File: src/inc/fwsr_map.svh
`ifndef FWSR_MAP_SVH
`define FWSR_MAP_SVH
`define FWSR_ADDR_W 19
`define FWSR_REG_CTRL 32'h0000_0000
`define FWSR_REG_ADDR 32'h0000_0004
`define FWSR_REG_EXP 32'h0000_0008
`define FWSR_REG_STAT 32'h0000_000c
`define FWSR_REG_LAST 32'h0000_0010
`define FWSR_CTRL_GO 0
`define FWSR_CTRL_TOGGLE 1
`define FWSR_BIT_POLL 7
`define FWSR_BIT_TOGGLE 6
`define FWSR_BIT_LIMIT 5
`define FWSR_RES_DONE 2'h1
`define FWSR_RES_FAIL 2'h2
`define FWSR_RESET_CMD 8'hf0
`define FWSR_RD_CYCLES 4'h4
`define FWSR_WR_CYCLES 4'h4
`endif

File: src/inc/fwsr_pkg.sv
package fwsr_pkg;
  typedef enum logic [3:0] {
    ST_IDLE, ST_RD_SETUP, ST_RD_LOW, ST_RD_DONE, ST_EVAL,
    ST_WR_SETUP, ST_WR_LOW, ST_WR_DONE
  } fwsr_state_t;
  typedef struct packed {
    fwsr_state_t st;
    logic [3:0] cnt;
    logic [1:0] nread;
    logic recheck;
    logic mode_toggle;
    logic [7:0] prev;
    logic [7:0] last;
    logic [7:0] expect_data;
    logic [18:0] poll_addr;
    logic [1:0] result;
    logic busy;
    logic [18:0] fa;
    logic [7:0] fdo;
    logic fdoe;
    logic ce_n;
    logic oe_n;
    logic we_n;
    logic hready;
    logic [31:0] hrdata;
    logic ph_valid;
    logic ph_write;
    logic [31:0] ph_addr;
  } fwsr_state_s_t;
endpackage : fwsr_pkg

File: src/logic/fwsr_host.sv
// The AHB-Lite interface to the registers and the address map were decided locally.
`timescale 1ns/1ps
`include "fwsr_map.svh"
module fwsr_host #(
  parameter int ADDR_W = 19
) (
  // Clock and reset
  input wire logic ref_clk,
  input wire logic rst_n,
  // AHB-Lite slave
  input wire logic hsel,
  input wire logic [31:0] haddr,
  input wire logic [1:0] htrans,
  input wire logic hwrite,
  input wire logic [2:0] hsize,
  input wire logic [31:0] hwdata,
  input wire logic hready,
  output logic hreadyout,
  output logic [31:0] hrdata,
  output logic hresp,
  // Flash pins
  output logic [ADDR_W-1:0] flash_addr,
  input wire logic [7:0] flash_dq_in,
  output logic [7:0] flash_dq_out,
  output logic flash_dq_oe,
  output logic flash_ce_n,
  output logic flash_oe_n,
  output logic flash_we_n
);
  // Flash address width is fixed by the poll address register
  if (ADDR_W != `FWSR_ADDR_W) begin : g_addr_w_check
    $error("fwsr_host: unsupported ADDR_W");
  end

  fwsr_pkg::fwsr_state_s_t s_reg, s_next;

  function automatic logic toggled(input logic [7:0] a, input logic [7:0] b);
    toggled = a[`FWSR_BIT_TOGGLE] ^ b[`FWSR_BIT_TOGGLE];
  endfunction : toggled

  always_comb begin
    s_next = s_reg;
    s_next.hready = 1'b1;
    // Bus data phase
    if (s_reg.ph_valid && s_reg.ph_write) begin
      case (s_reg.ph_addr)
        `FWSR_REG_CTRL: begin
          if (hwdata[`FWSR_CTRL_GO] && !s_reg.busy) begin
            s_next.busy = 1'b1;
            s_next.result = 2'h0;
            s_next.mode_toggle = hwdata[`FWSR_CTRL_TOGGLE];
            s_next.nread = 2'h0;
            s_next.recheck = 1'b0;
            s_next.st = fwsr_pkg::ST_RD_SETUP;
            s_next.cnt = 4'h0;
          end
        end
        `FWSR_REG_ADDR: s_next.poll_addr = hwdata[18:0];
        `FWSR_REG_EXP: s_next.expect_data = hwdata[7:0];
        default: ;
      endcase
    end
    s_next.ph_valid = hsel && hready && htrans[1];
    s_next.ph_write = hwrite;
    s_next.ph_addr = {haddr[31:2], 2'b00};
    // Flash sequencer; each read ends with a rising strobe
    case (s_reg.st)
      fwsr_pkg::ST_IDLE: begin
        s_next.ce_n = 1'b1;
        s_next.oe_n = 1'b1;
        s_next.we_n = 1'b1;
        s_next.fdoe = 1'b0;
      end
      fwsr_pkg::ST_RD_SETUP: begin
        s_next.fa = s_reg.poll_addr;
        s_next.fdoe = 1'b0;
        s_next.ce_n = 1'b0;
        s_next.oe_n = 1'b0;
        s_next.cnt = 4'h0;
        s_next.st = fwsr_pkg::ST_RD_LOW;
      end
      fwsr_pkg::ST_RD_LOW: begin
        s_next.cnt = s_reg.cnt + 4'h1;
        if (s_reg.cnt == `FWSR_RD_CYCLES) begin
          s_next.prev = s_reg.last;
          s_next.last = flash_dq_in;
          s_next.ce_n = 1'b1;
          s_next.oe_n = 1'b1;
          s_next.st = fwsr_pkg::ST_RD_DONE;
        end
      end
      fwsr_pkg::ST_RD_DONE: begin
        s_next.nread = (s_reg.nread == 2'h3) ? s_reg.nread : s_reg.nread + 2'h1;
        s_next.st = fwsr_pkg::ST_EVAL;
      end
      fwsr_pkg::ST_EVAL: begin
        s_next.st = fwsr_pkg::ST_RD_SETUP;
        if (!s_reg.mode_toggle) begin
          // Polling: bit 7 matching expected on the second or a later read means done
          if (s_reg.last[`FWSR_BIT_POLL] == s_reg.expect_data[`FWSR_BIT_POLL]) begin
            if (s_reg.recheck || s_reg.nread >= 2'h2) begin
              s_next.result = `FWSR_RES_DONE;
              s_next.st = fwsr_pkg::ST_IDLE;
              s_next.busy = 1'b0;
            end else begin
              s_next.recheck = 1'b1;
            end
          end else if (s_reg.recheck) begin
            s_next.result = `FWSR_RES_FAIL;
            s_next.st = fwsr_pkg::ST_WR_SETUP;
          end else if (s_reg.last[`FWSR_BIT_LIMIT]) begin
            s_next.recheck = 1'b1;
          end
        end else if (s_reg.nread >= 2'h2) begin
          // Toggle: compare two successive reads
          if (!toggled(s_reg.prev, s_reg.last)) begin
            s_next.result = `FWSR_RES_DONE;
            s_next.st = fwsr_pkg::ST_IDLE;
            s_next.busy = 1'b0;
          end else if (s_reg.recheck) begin
            s_next.result = `FWSR_RES_FAIL;
            s_next.st = fwsr_pkg::ST_WR_SETUP;
          end else if (s_reg.last[`FWSR_BIT_LIMIT]) begin
            s_next.recheck = 1'b1;
          end
        end
      end
      fwsr_pkg::ST_WR_SETUP: begin
        s_next.fa = s_reg.poll_addr;
        s_next.fdo = `FWSR_RESET_CMD;
        s_next.fdoe = 1'b1;
        s_next.ce_n = 1'b0;
        s_next.we_n = 1'b0;
        s_next.cnt = 4'h0;
        s_next.st = fwsr_pkg::ST_WR_LOW;
      end
      fwsr_pkg::ST_WR_LOW: begin
        s_next.cnt = s_reg.cnt + 4'h1;
        if (s_reg.cnt == `FWSR_WR_CYCLES) begin
          s_next.we_n = 1'b1;
          s_next.ce_n = 1'b1;
          s_next.st = fwsr_pkg::ST_WR_DONE;
        end
      end
      fwsr_pkg::ST_WR_DONE: begin
        s_next.fdoe = 1'b0;
        s_next.busy = 1'b0;
        s_next.st = fwsr_pkg::ST_IDLE;
      end
      default: s_next.st = fwsr_pkg::ST_IDLE;
    endcase
    // Read data loaded at the address phase so it stands in the data phase
    if (s_next.ph_valid && !s_next.ph_write) begin
      case (s_next.ph_addr)
        `FWSR_REG_CTRL: s_next.hrdata = {30'h0, s_next.mode_toggle, 1'b0};
        `FWSR_REG_ADDR: s_next.hrdata = {13'h0, s_next.poll_addr};
        `FWSR_REG_EXP: s_next.hrdata = {24'h0, s_next.expect_data};
        `FWSR_REG_STAT: s_next.hrdata = {29'h0, s_next.result, s_next.busy};
        `FWSR_REG_LAST: s_next.hrdata = {24'h0, s_next.last};
        default: s_next.hrdata = 32'h0000_0000;
      endcase
    end
  end

  always_ff @(posedge ref_clk or negedge rst_n) begin
    if (!rst_n) begin
      s_reg <= '0;
      s_reg.st <= fwsr_pkg::ST_IDLE;
      s_reg.ce_n <= 1'b1;
      s_reg.oe_n <= 1'b1;
      s_reg.we_n <= 1'b1;
      s_reg.hready <= 1'b1;
    end else begin
      s_reg <= s_next;
    end
  end

  assign hreadyout = s_reg.hready;
  assign hrdata = s_reg.hrdata;
  assign hresp = 1'b0;
  assign flash_addr = s_reg.fa;
  assign flash_dq_out = s_reg.fdo;
  assign flash_dq_oe = s_reg.fdoe;
  assign flash_ce_n = s_reg.ce_n;
  assign flash_oe_n = s_reg.oe_n;
  assign flash_we_n = s_reg.we_n;
endmodule : fwsr_host

File: config.mk
export PLATFORM = sky130hd
export DESIGN_NAME = fwsr_host
export DESIGN_NICKNAME = d
export VERILOG_FILES = /design/src/inc/fwsr_pkg.sv /design/src/logic/fwsr_host.sv
export VERILOG_INCLUDE_DIRS = /design/src /design/src/inc
export SDC_FILE = /design/constraint.sdc
export NUM_CORES = 1
export LEC_CHECK = 0
export ABC_AREA = 1
export BUFFER_PORTS_ARGS = -buffer_cell sky130_fd_sc_hd__buf_2
export CAP_MARGIN = 5
export CORE_MARGIN = 3
export CORE_UTILIZATION = 48
export CTS_CLUSTER_SIZE = 12
export DETAILED_ROUTE_END_ITERATION = 10
export PLACE_DENSITY_LB_ADDON = 0.3
export SLEW_MARGIN = 20
export SYNTH_ARGS = -nofsm -noshare
export SYNTH_HDL_FRONTEND = slang
export SYNTH_SLANG_ARGS = --single-unit
File: constraint.sdc
create_clock -name ref_clk -period 1.8 [get_ports ref_clk]
set_clock_uncertainty 0.05 [all_clocks]
set_input_delay 0.54 -clock ref_clk [delete_from_list [all_inputs] [get_ports ref_clk]]
set_output_delay 0.54 -clock ref_clk [all_outputs]
set_load 0.02 [all_outputs]
==> results summary, run 1 <==
The number of instances in the synthesized netlist came out at approximately 670. In the post-synthesis netlist, the biggest area contributors are dfrtp_1 (52%), nand2_1 (10%), buf_4 (7.8%). Detailed placement finished with a half-perimeter wire length of 9410 um. The area of the die came out at 13660 um2.

In the final layout, the share of cells above drive strength 1 is 0.3190. The final core utilization is 0.6313. The wire length reported by the detailed router came out at between 10000 and 15000 um.

The maximum fanout encountered on the critical timing path came out at 2. Among all flip-flop cells after synthesis, the most frequent one is dfrtp_1. The global-route wire length before repair came out at between 20000 and 25000 um. TritonCTS built the clock tree. The floorplan step set the die width to 116.9 um. The static leakage is 4.011 nW.

The filler cells instantiated in the layout total around 960. The multiplexer share of the synthesized area came out at 0.005726. The run finished, with violations left. Of the available clock period, the critical path in the final layout requires 1.034. Routability-driven placement finished with a final weighted congestion of between 0.8 and 0.9. After detailed routing, the average wire length per cell comes to approximately 14 um. The post-detailed-route via-to-cell ratio is around 5.

Relative to the synthesized area, the layout overhead comes to 25.32%. Summing all non-filler instances in the final layout gives an area of 7393 um2. The checks that failed: negative setup slack. The peak supply drop came out at 0.0005145 V.

The sequential cell area came out at approximately 3200 um2. The data required time at the worst endpoint is ~2.1 ns. The cell with the most instances after synthesis is nand2_1. The detailed-route DRC error count is 0. The TritonCTS buffer count is 17.

The register with the most flip-flops in the layout has 83 of them. The source-to-sink clock delay at the later pin of the worst-skew pair came out at 0.41 ns. The classification of the worst setup path is register to register. The class of the tightest hold or removal check is input port to register. The commonest cells after synthesis are nand2_1 (158), dfrtp_1 (123), inv_1 (82). Setup violations remaining at the end of the flow were counted as 8. The clock-pin slew on the worst setup and hold paths is 0.05 ns. The maximum clock insertion buffer count came out at 2.

The per-instance average area after synthesis came out at 8.753 um2. After synthesis, the largest family of logic cells by area is simple AND/OR/NAND/NOR gates. The combined area of the multi-input logic cells is 2118 um2.

The cell sitting at the root of the clock tree is a clkbuf_16. Before antenna repair, the detailed router went through 5 iterations. The total cell area at the placement stage is 6524 um2. The worst setup path is captured at a register.

The area of the core is 11710 um2. Summed over all instances, the cell type with the most area after synthesis is dfrtp_1. Yosys mapped a number of flops with a built-in enable equal to 0.

The startpoint class of the critical path is a register. The detailed router placed around 4700 vias in this run. The effective utilization at floorplan is 0.5037. The maximum clock frequency is 537.2 MHz.

Setup repair after global routing could not meet its margin everywhere. The power density relative to cell area came out at 858.9 nW/um2. The overall global routing resource usage came out at 0.1982.

The maximum number of pins on one net before global-route repair came out at 47. The number of antenna violations at the first check in global routing is 0. The portion of synthesized cell area occupied by the leading cell type is 0.5217.

The simple-gate share of the synthesized area came out at 0.2193. The final worst setup slack came out at -0.06149 ns. The xor and xnor area share after synthesis came out at 0.004454. The total power is 0.006350 W. The share of the Yosys chip area taken by registers is 0.5351. The total global routing overflow is 0. 147 I/O pins were placed. The row count is 39.

The count of pins over their slew limit is 0. The remaining number of nets flagged by the antenna check after routing is 0. The H-tree generated during clock tree synthesis spans 4 levels. The Yosys step of the flow raised 0 warnings. The complex-gate fraction of the synthesized area is 0.07847. The vertical extent of the die is around 120 um. Counting flops with an async set or reset pin after synthesis yields a share of 1.000. Of the total synthesized cell area, the portion taken by full adders, half adders and majority gates is 0.008484. The final hold violation count is 0. The number of max-capacitance violations reported is 0. The number of distinct library cell variants in the gate-level netlist after synthesis came out at 39. The combined area of all synthesized cells came out at 5899 um2. The final net count came out at 887. The synthesis-stage register bit count came out at approximately 130. After layout, the minimum clock period comes to about 1.9 ns. The arrival time of data at the critical path endpoint came out at 2.16 ns. The initial detailed-routing violation count is 293. Clock tree synthesis found a total of 126 sinks. Buffers placed on the I/O ports in this run total 108. The via count of the first global-routing pass came out at 4511.
[layout by cell type (no fill, tap or decap), types with 19 or more instances in the layout]
cell type,netlist,final
buf_2,1,108
buf_4,61,46
clkbuf_16,0,19
conb_1,2,20
dfrtp_1,123,123
inv_1,82,82
nand2_1,158,146
nand3_1,34,30
nor2_1,62,56
o21ai_0,50,28
[per-stage QoR]
stage,setup slack (ns),instances,hold WS (ns),TNS [ns]
finish,-0.06149,956,0.1973,-0.2808
global route,-0.2012,955,0.1852,-2.195
CTS,0.002679,951,0.1855,0
detailed placement,-0.2859,913,0.3956,-4.405
global placement,-0.2433,913,0.3930,-3.640
floorplan,0.03833,692,0.1944,0
[metal layers]
layer,up-vias,wire (um),part of all wire,track usage
li1,2304,-,-,-
met2,163,6603,0.49,0.3159
met4,0,281,0.021,0.07569
met1,2185,5642,0.42,0.2537
met5,-,0,0,0
met3,24,996,0.074,0.06375
[critical path, cell delays in order, from the launching register on]
cell and delay (ns):
dfrtp_1 0.39, ha_2 0.17, or2_4 0.23, buf_6 0.12
nand2_2 0.07, nand2_1 0.08, a21oi_1 0.18, nand2_1 0.09
nand2_2 0.08, nand2_1 0.07, nand2_1 0.07, inv_1 0.04
nand2_1 0.06, nand2_1 0.05, nand2_1 0.05
[report_power, final]
group          internal, W  switching [W]
sequential         0.00289      0.0000183
clock              0.00195        0.00118
combinational     0.000118       0.000202
[final cells by class]
class | instances | share of cell area
multi-input cells | 408 | 0.2865
repair buffers | 166 | 0.1464
well taps | 143 | 0.02420
clock inverters | 10 | 0.01218
clock buffers | 20 | 0.06177
diodes | 1 | 0.0003385
flip-flops and latches | 126 | 0.4270
inverters | 82 | 0.04163
[what timing repair did]
| action | 4_1_cts | 5_1_grt |
|---|---|---|
| endpoints found under the hold margin | 13 | 0 |
| setup endpoints to repair | 21 | 34 |
| pin swaps | 10 | 7 |
| buffers inserted | 6 | 2 |
| hold buffers | 1 | 0 |
| cloned | 1 | 2 |
| resized for setup | 16 | 59 |
[final timing paths]
kind,startpoint,end,slack [ns],cells after the start
setup / recovery,s_reg[147]$_DFFE_PN0P_,hrdata[1]$_DFFE_PN0P_,-0.06,14
hold / removal,haddr[19],s_reg[19]$_DFF_PN0_,0.20,1
setup reg to reg,s_reg[147]$_DFFE_PN0P_,hrdata[1]$_DFFE_PN0P_,-0.06,14
hold reg to reg,flash_ce_n$_DFFE_PN1P_,flash_ce_n$_DFFE_PN1P_,0.41,2
max in group asynchronous,rst_n,flash_ce_n$_DFFE_PN1P_,0.63,3
min in group asynchronous,rst_n,flash_dq_out[4]$_DFFE_PN0P_,0.51,2
[kinds of logic (layout without fill, tap and decap cells)]
family,Yosys count,after routing
AND/OR/NAND/NOR,297,297
buffers and inverters,158,278
flip-flops,126,126
AO/OA/AOI/OAI,81,81
adder cells (fa/ha/maj),4,4
XOR/XNOR,3,3
multiplexers,3,3
other,2,21
Power figures use the tool's default switching activity.
==> run 2: changes to the inputs <==
--- a/config.mk
+++ b/config.mk
@@ -13,7 +13,7 @@
 export CORE_UTILIZATION = 48
 export CTS_CLUSTER_SIZE = 12
 export DETAILED_ROUTE_END_ITERATION = 10
-export PLACE_DENSITY_LB_ADDON = 0.3
+export PLACE_DENSITY = 0.76
 export SLEW_MARGIN = 20
 export SYNTH_ARGS = -nofsm -noshare
 export SYNTH_HDL_FRONTEND = slang
==> results summary, run 2 (synthesis results as in run 1) <==
The flow ran to the end, but the final reports show violations. The final reports fail on negative setup slack. The clock-pin slew on the worst setup and hold paths was 0.05 ns (about the same). The average wire length per cell after detail routing came out at 14.02 um (-0.89%). The data required time at the worst endpoint is 2.05 ns (-0.05 ns). The die boundary width is 116.9 um (unchanged). The overall global routing resource usage came to 0.2066 (+0.008401). The share of cells above drive strength 1 came out at 0.2871 (-0.03184). The peak supply drop was 0.0005495 V (+6.8%). Setup repair after global routing could not meet its margin everywhere.

The maximum clock frequency was 526.5 MHz (-2.0%). The worst slack at placement came out at -0.2571 ns (+0.02883 ns). The worst stage delay on the critical path is 0.38 ns (about the same). The via count of the first global-routing pass came to 4617 (+2.3%). The source-to-sink clock delay at the later pin of the worst-skew pair came to 0.41 ns (about the same). The final net count came out at 882 (-0.56%). The maximum fanout encountered on the critical timing path is 19 (+17). The static leakage was 3.968 nW (-1.1%).

The vertical extent of the die is 116.9 um (unchanged). The number of antenna violations at the first check in global routing came out at 1 (+1). The power density relative to cell area is 908.4 nW/um2 (+5.8%). The detailed-route DRC error count is 0 (unchanged). The number of endpoints failing setup at the final stage came out at 9 (+1). The count of H-tree levels built during CTS is 4 (unchanged). The maximum number of pins on one net before global-route repair came out at 54 (+15%). The estimated wirelength of the detail-placed design came out at 9567 um (+1.7%). The area of the core came out at 11710 um2 (unchanged). The final weighted congestion in routability-driven placement is 0.8619 (-0.93%). The count of pins over their slew limit came out at 0 (unchanged). The worst setup path is captured at a register. The number of max-capacitance violations reported came out at 0 (unchanged).

The count of antenna diodes in the layout came out at 0 (-1). The number of flip-flops under the largest register name is 83 (unchanged). The post-detailed-route via-to-cell ratio is 4.897 (+0.12%). The cell repeated most along the worst path is nand2_1. The part of the cycle the worst path needs is 1.055 (+0.02104). The worst setup path is launched from a register. The area overhead of the layout relative to synthesis is 23.73%. The count of clock tree sinks came out at 126 (unchanged). The number of buffers inserted by port buffering is 108 (unchanged). In this run the clock root is driven by a clkbuf_16. The number of vias in the routed layout is 4657 (-0.41%).

The setup path with the least slack is of type register to register. The final core utilization is 0.6233 (-0.008012). The first-pass detailed-route iteration total is 5 (unchanged). The number of ports placed on the die boundary is 147 (unchanged). The filler cell count in the final layout was 952 (-1.2%). The total global routing overflow came out at 0 (unchanged). The library cell used most frequently in the layout, excluding fill and tap cells, is nand2_1. The arrival time of data at the critical path endpoint came to 2.15 ns (about the same). The final hold violation count came out at 0 (unchanged).

The minimum period implied by the final worst setup slack came to 1.899 ns (+0.03788 ns). The wire length reported by the detailed router came to 13330 um (-1.4%). TritonCTS built the clock tree. The worst hold path belongs to the class input port to register. Among all stages on the critical path, the largest delay is contributed by dfrtp_1. The maximum clock insertion buffer count came out at 2 (unchanged). The sequential cell area came out at 3157 um2 (unchanged). The final cell count without fillers was 951 (-0.52%). The combined area of the multi-input logic cells came out at 2037 um2 (-3.8%).

The depth of the worst register-to-register path came out at 11 (-3). The total negative slack for setup checks was -0.2960 ns (-0.01514 ns). The TritonCTS buffer count is 17 (unchanged).

The initial detailed-routing violation count is 279 (-4.8%). The number of cells in the design after placement is 911 (-0.22%). The area of the die is 13660 um2 (unchanged). The effective utilization at floorplan came out at 0.5037 (unchanged). The final worst hold slack came out at 0.1952 ns (-0.002072 ns).

The row count came out at 39 (unchanged). The remaining number of nets flagged by the antenna check after routing was 0 (unchanged). The global-route wire length before repair came to 21620 um (+3.3%). The critical path goes through nor2_1 -> nand2_1 -> nor2_1 -> nand2_1 -> nor2_4 -> nand2_4 -> buf_12 -> o211ai_1 -> nand3_1 -> nand2_1 -> nand2_1. The cell depth of the worst min-delay path is 1 (unchanged). In the layout the commonest cells are nand2_1 (148), dfrtp_1 (123), buf_2 (107). The final worst setup slack came out at -0.09937 ns (-0.03788 ns).
==> run 2: area by class of cell <==
type,instances,share of cell area
inverters,82,0.04217
flip-flops and latches,126,0.4325
multi-input cells,408,0.2791
clock buffers,20,0.06256
repair buffers,161,0.1399
well taps,143,0.02451
clock inverters,11,0.01937
==> run 2: power by group <==
part / internal [W] / total [W] / switching, W
sequential: 0.00289 / 0.00290 / 0.0000181
clock: 0.00223 / 0.00342 / 0.00119
combinational: 0.000108 / 0.000306 / 0.000198
==> run 2: routing by layer <==
layer | vias to the layer above | share of wire | track usage
met3 | 32 | 0.070 | 0.06478
met1 | 2181 | 0.41 | 0.2530
met4 | 2 | 0.028 | 0.1032
met2 | 156 | 0.49 | 0.3314
li1 | 2286 | - | -
met5 | - | 0.00097 | 0
==> run 2: what timing repair did <==
| action | CTS | global route |
|---|---|---|
| buffers inserted | 5 | 3 |
| gates cloned | 1 | 0 |
| hold endpoints to repair | 10 | 0 |
| hold buffers | 1 | 0 |
| pin swaps | 5 | 6 |
| resized for setup | 19 | 19 |
| setup endpoints to repair | 15 | 40 |
==> run 2: path summary, 6_finish.rpt <==
kind / startpoint / to / slack [ns]
hold / removal: haddr[19] / s_reg[19]$_DFF_PN0_ / 0.20
setup reg to reg: s_reg[9]$_DFF_PN0_ / hrdata[7]$_DFFE_PN0P_ / -0.1
max in group asynchronous: rst_n / flash_addr[16]$_DFFE_PN0N_ / 0.57
hold reg to reg: flash_ce_n$_DFFE_PN1P_ / flash_ce_n$_DFFE_PN1P_ / 0.42
min in group asynchronous: rst_n / s_reg[12]$_DFF_PN0_ / 0.55
setup / recovery: s_reg[9]$_DFF_PN0_ / hrdata[7]$_DFFE_PN0P_ / -0.1
==> run 2: per-stage QoR <==
stage | power (W) | cell area (um2)
4_1_cts | 0.006682 | 7221
3_5_place_dp | 0.003252 | 6509
2_1_floorplan | 0.003087 | 5967
6_report | 0.006631 | 7300
5_1_grt | 0.006866 | 7300
3_3_place_gp | 0.003240 | 6509
==> run 2: worst max-delay path: cells and delay by family, from the launching register on <==
kind                   cells  cell delay, ns
and+or+nand+nor            9            0.96
AOI/OAI and AO/OA          1            0.22
DFF                        1            0.38
buffers and inverters      1            0.17
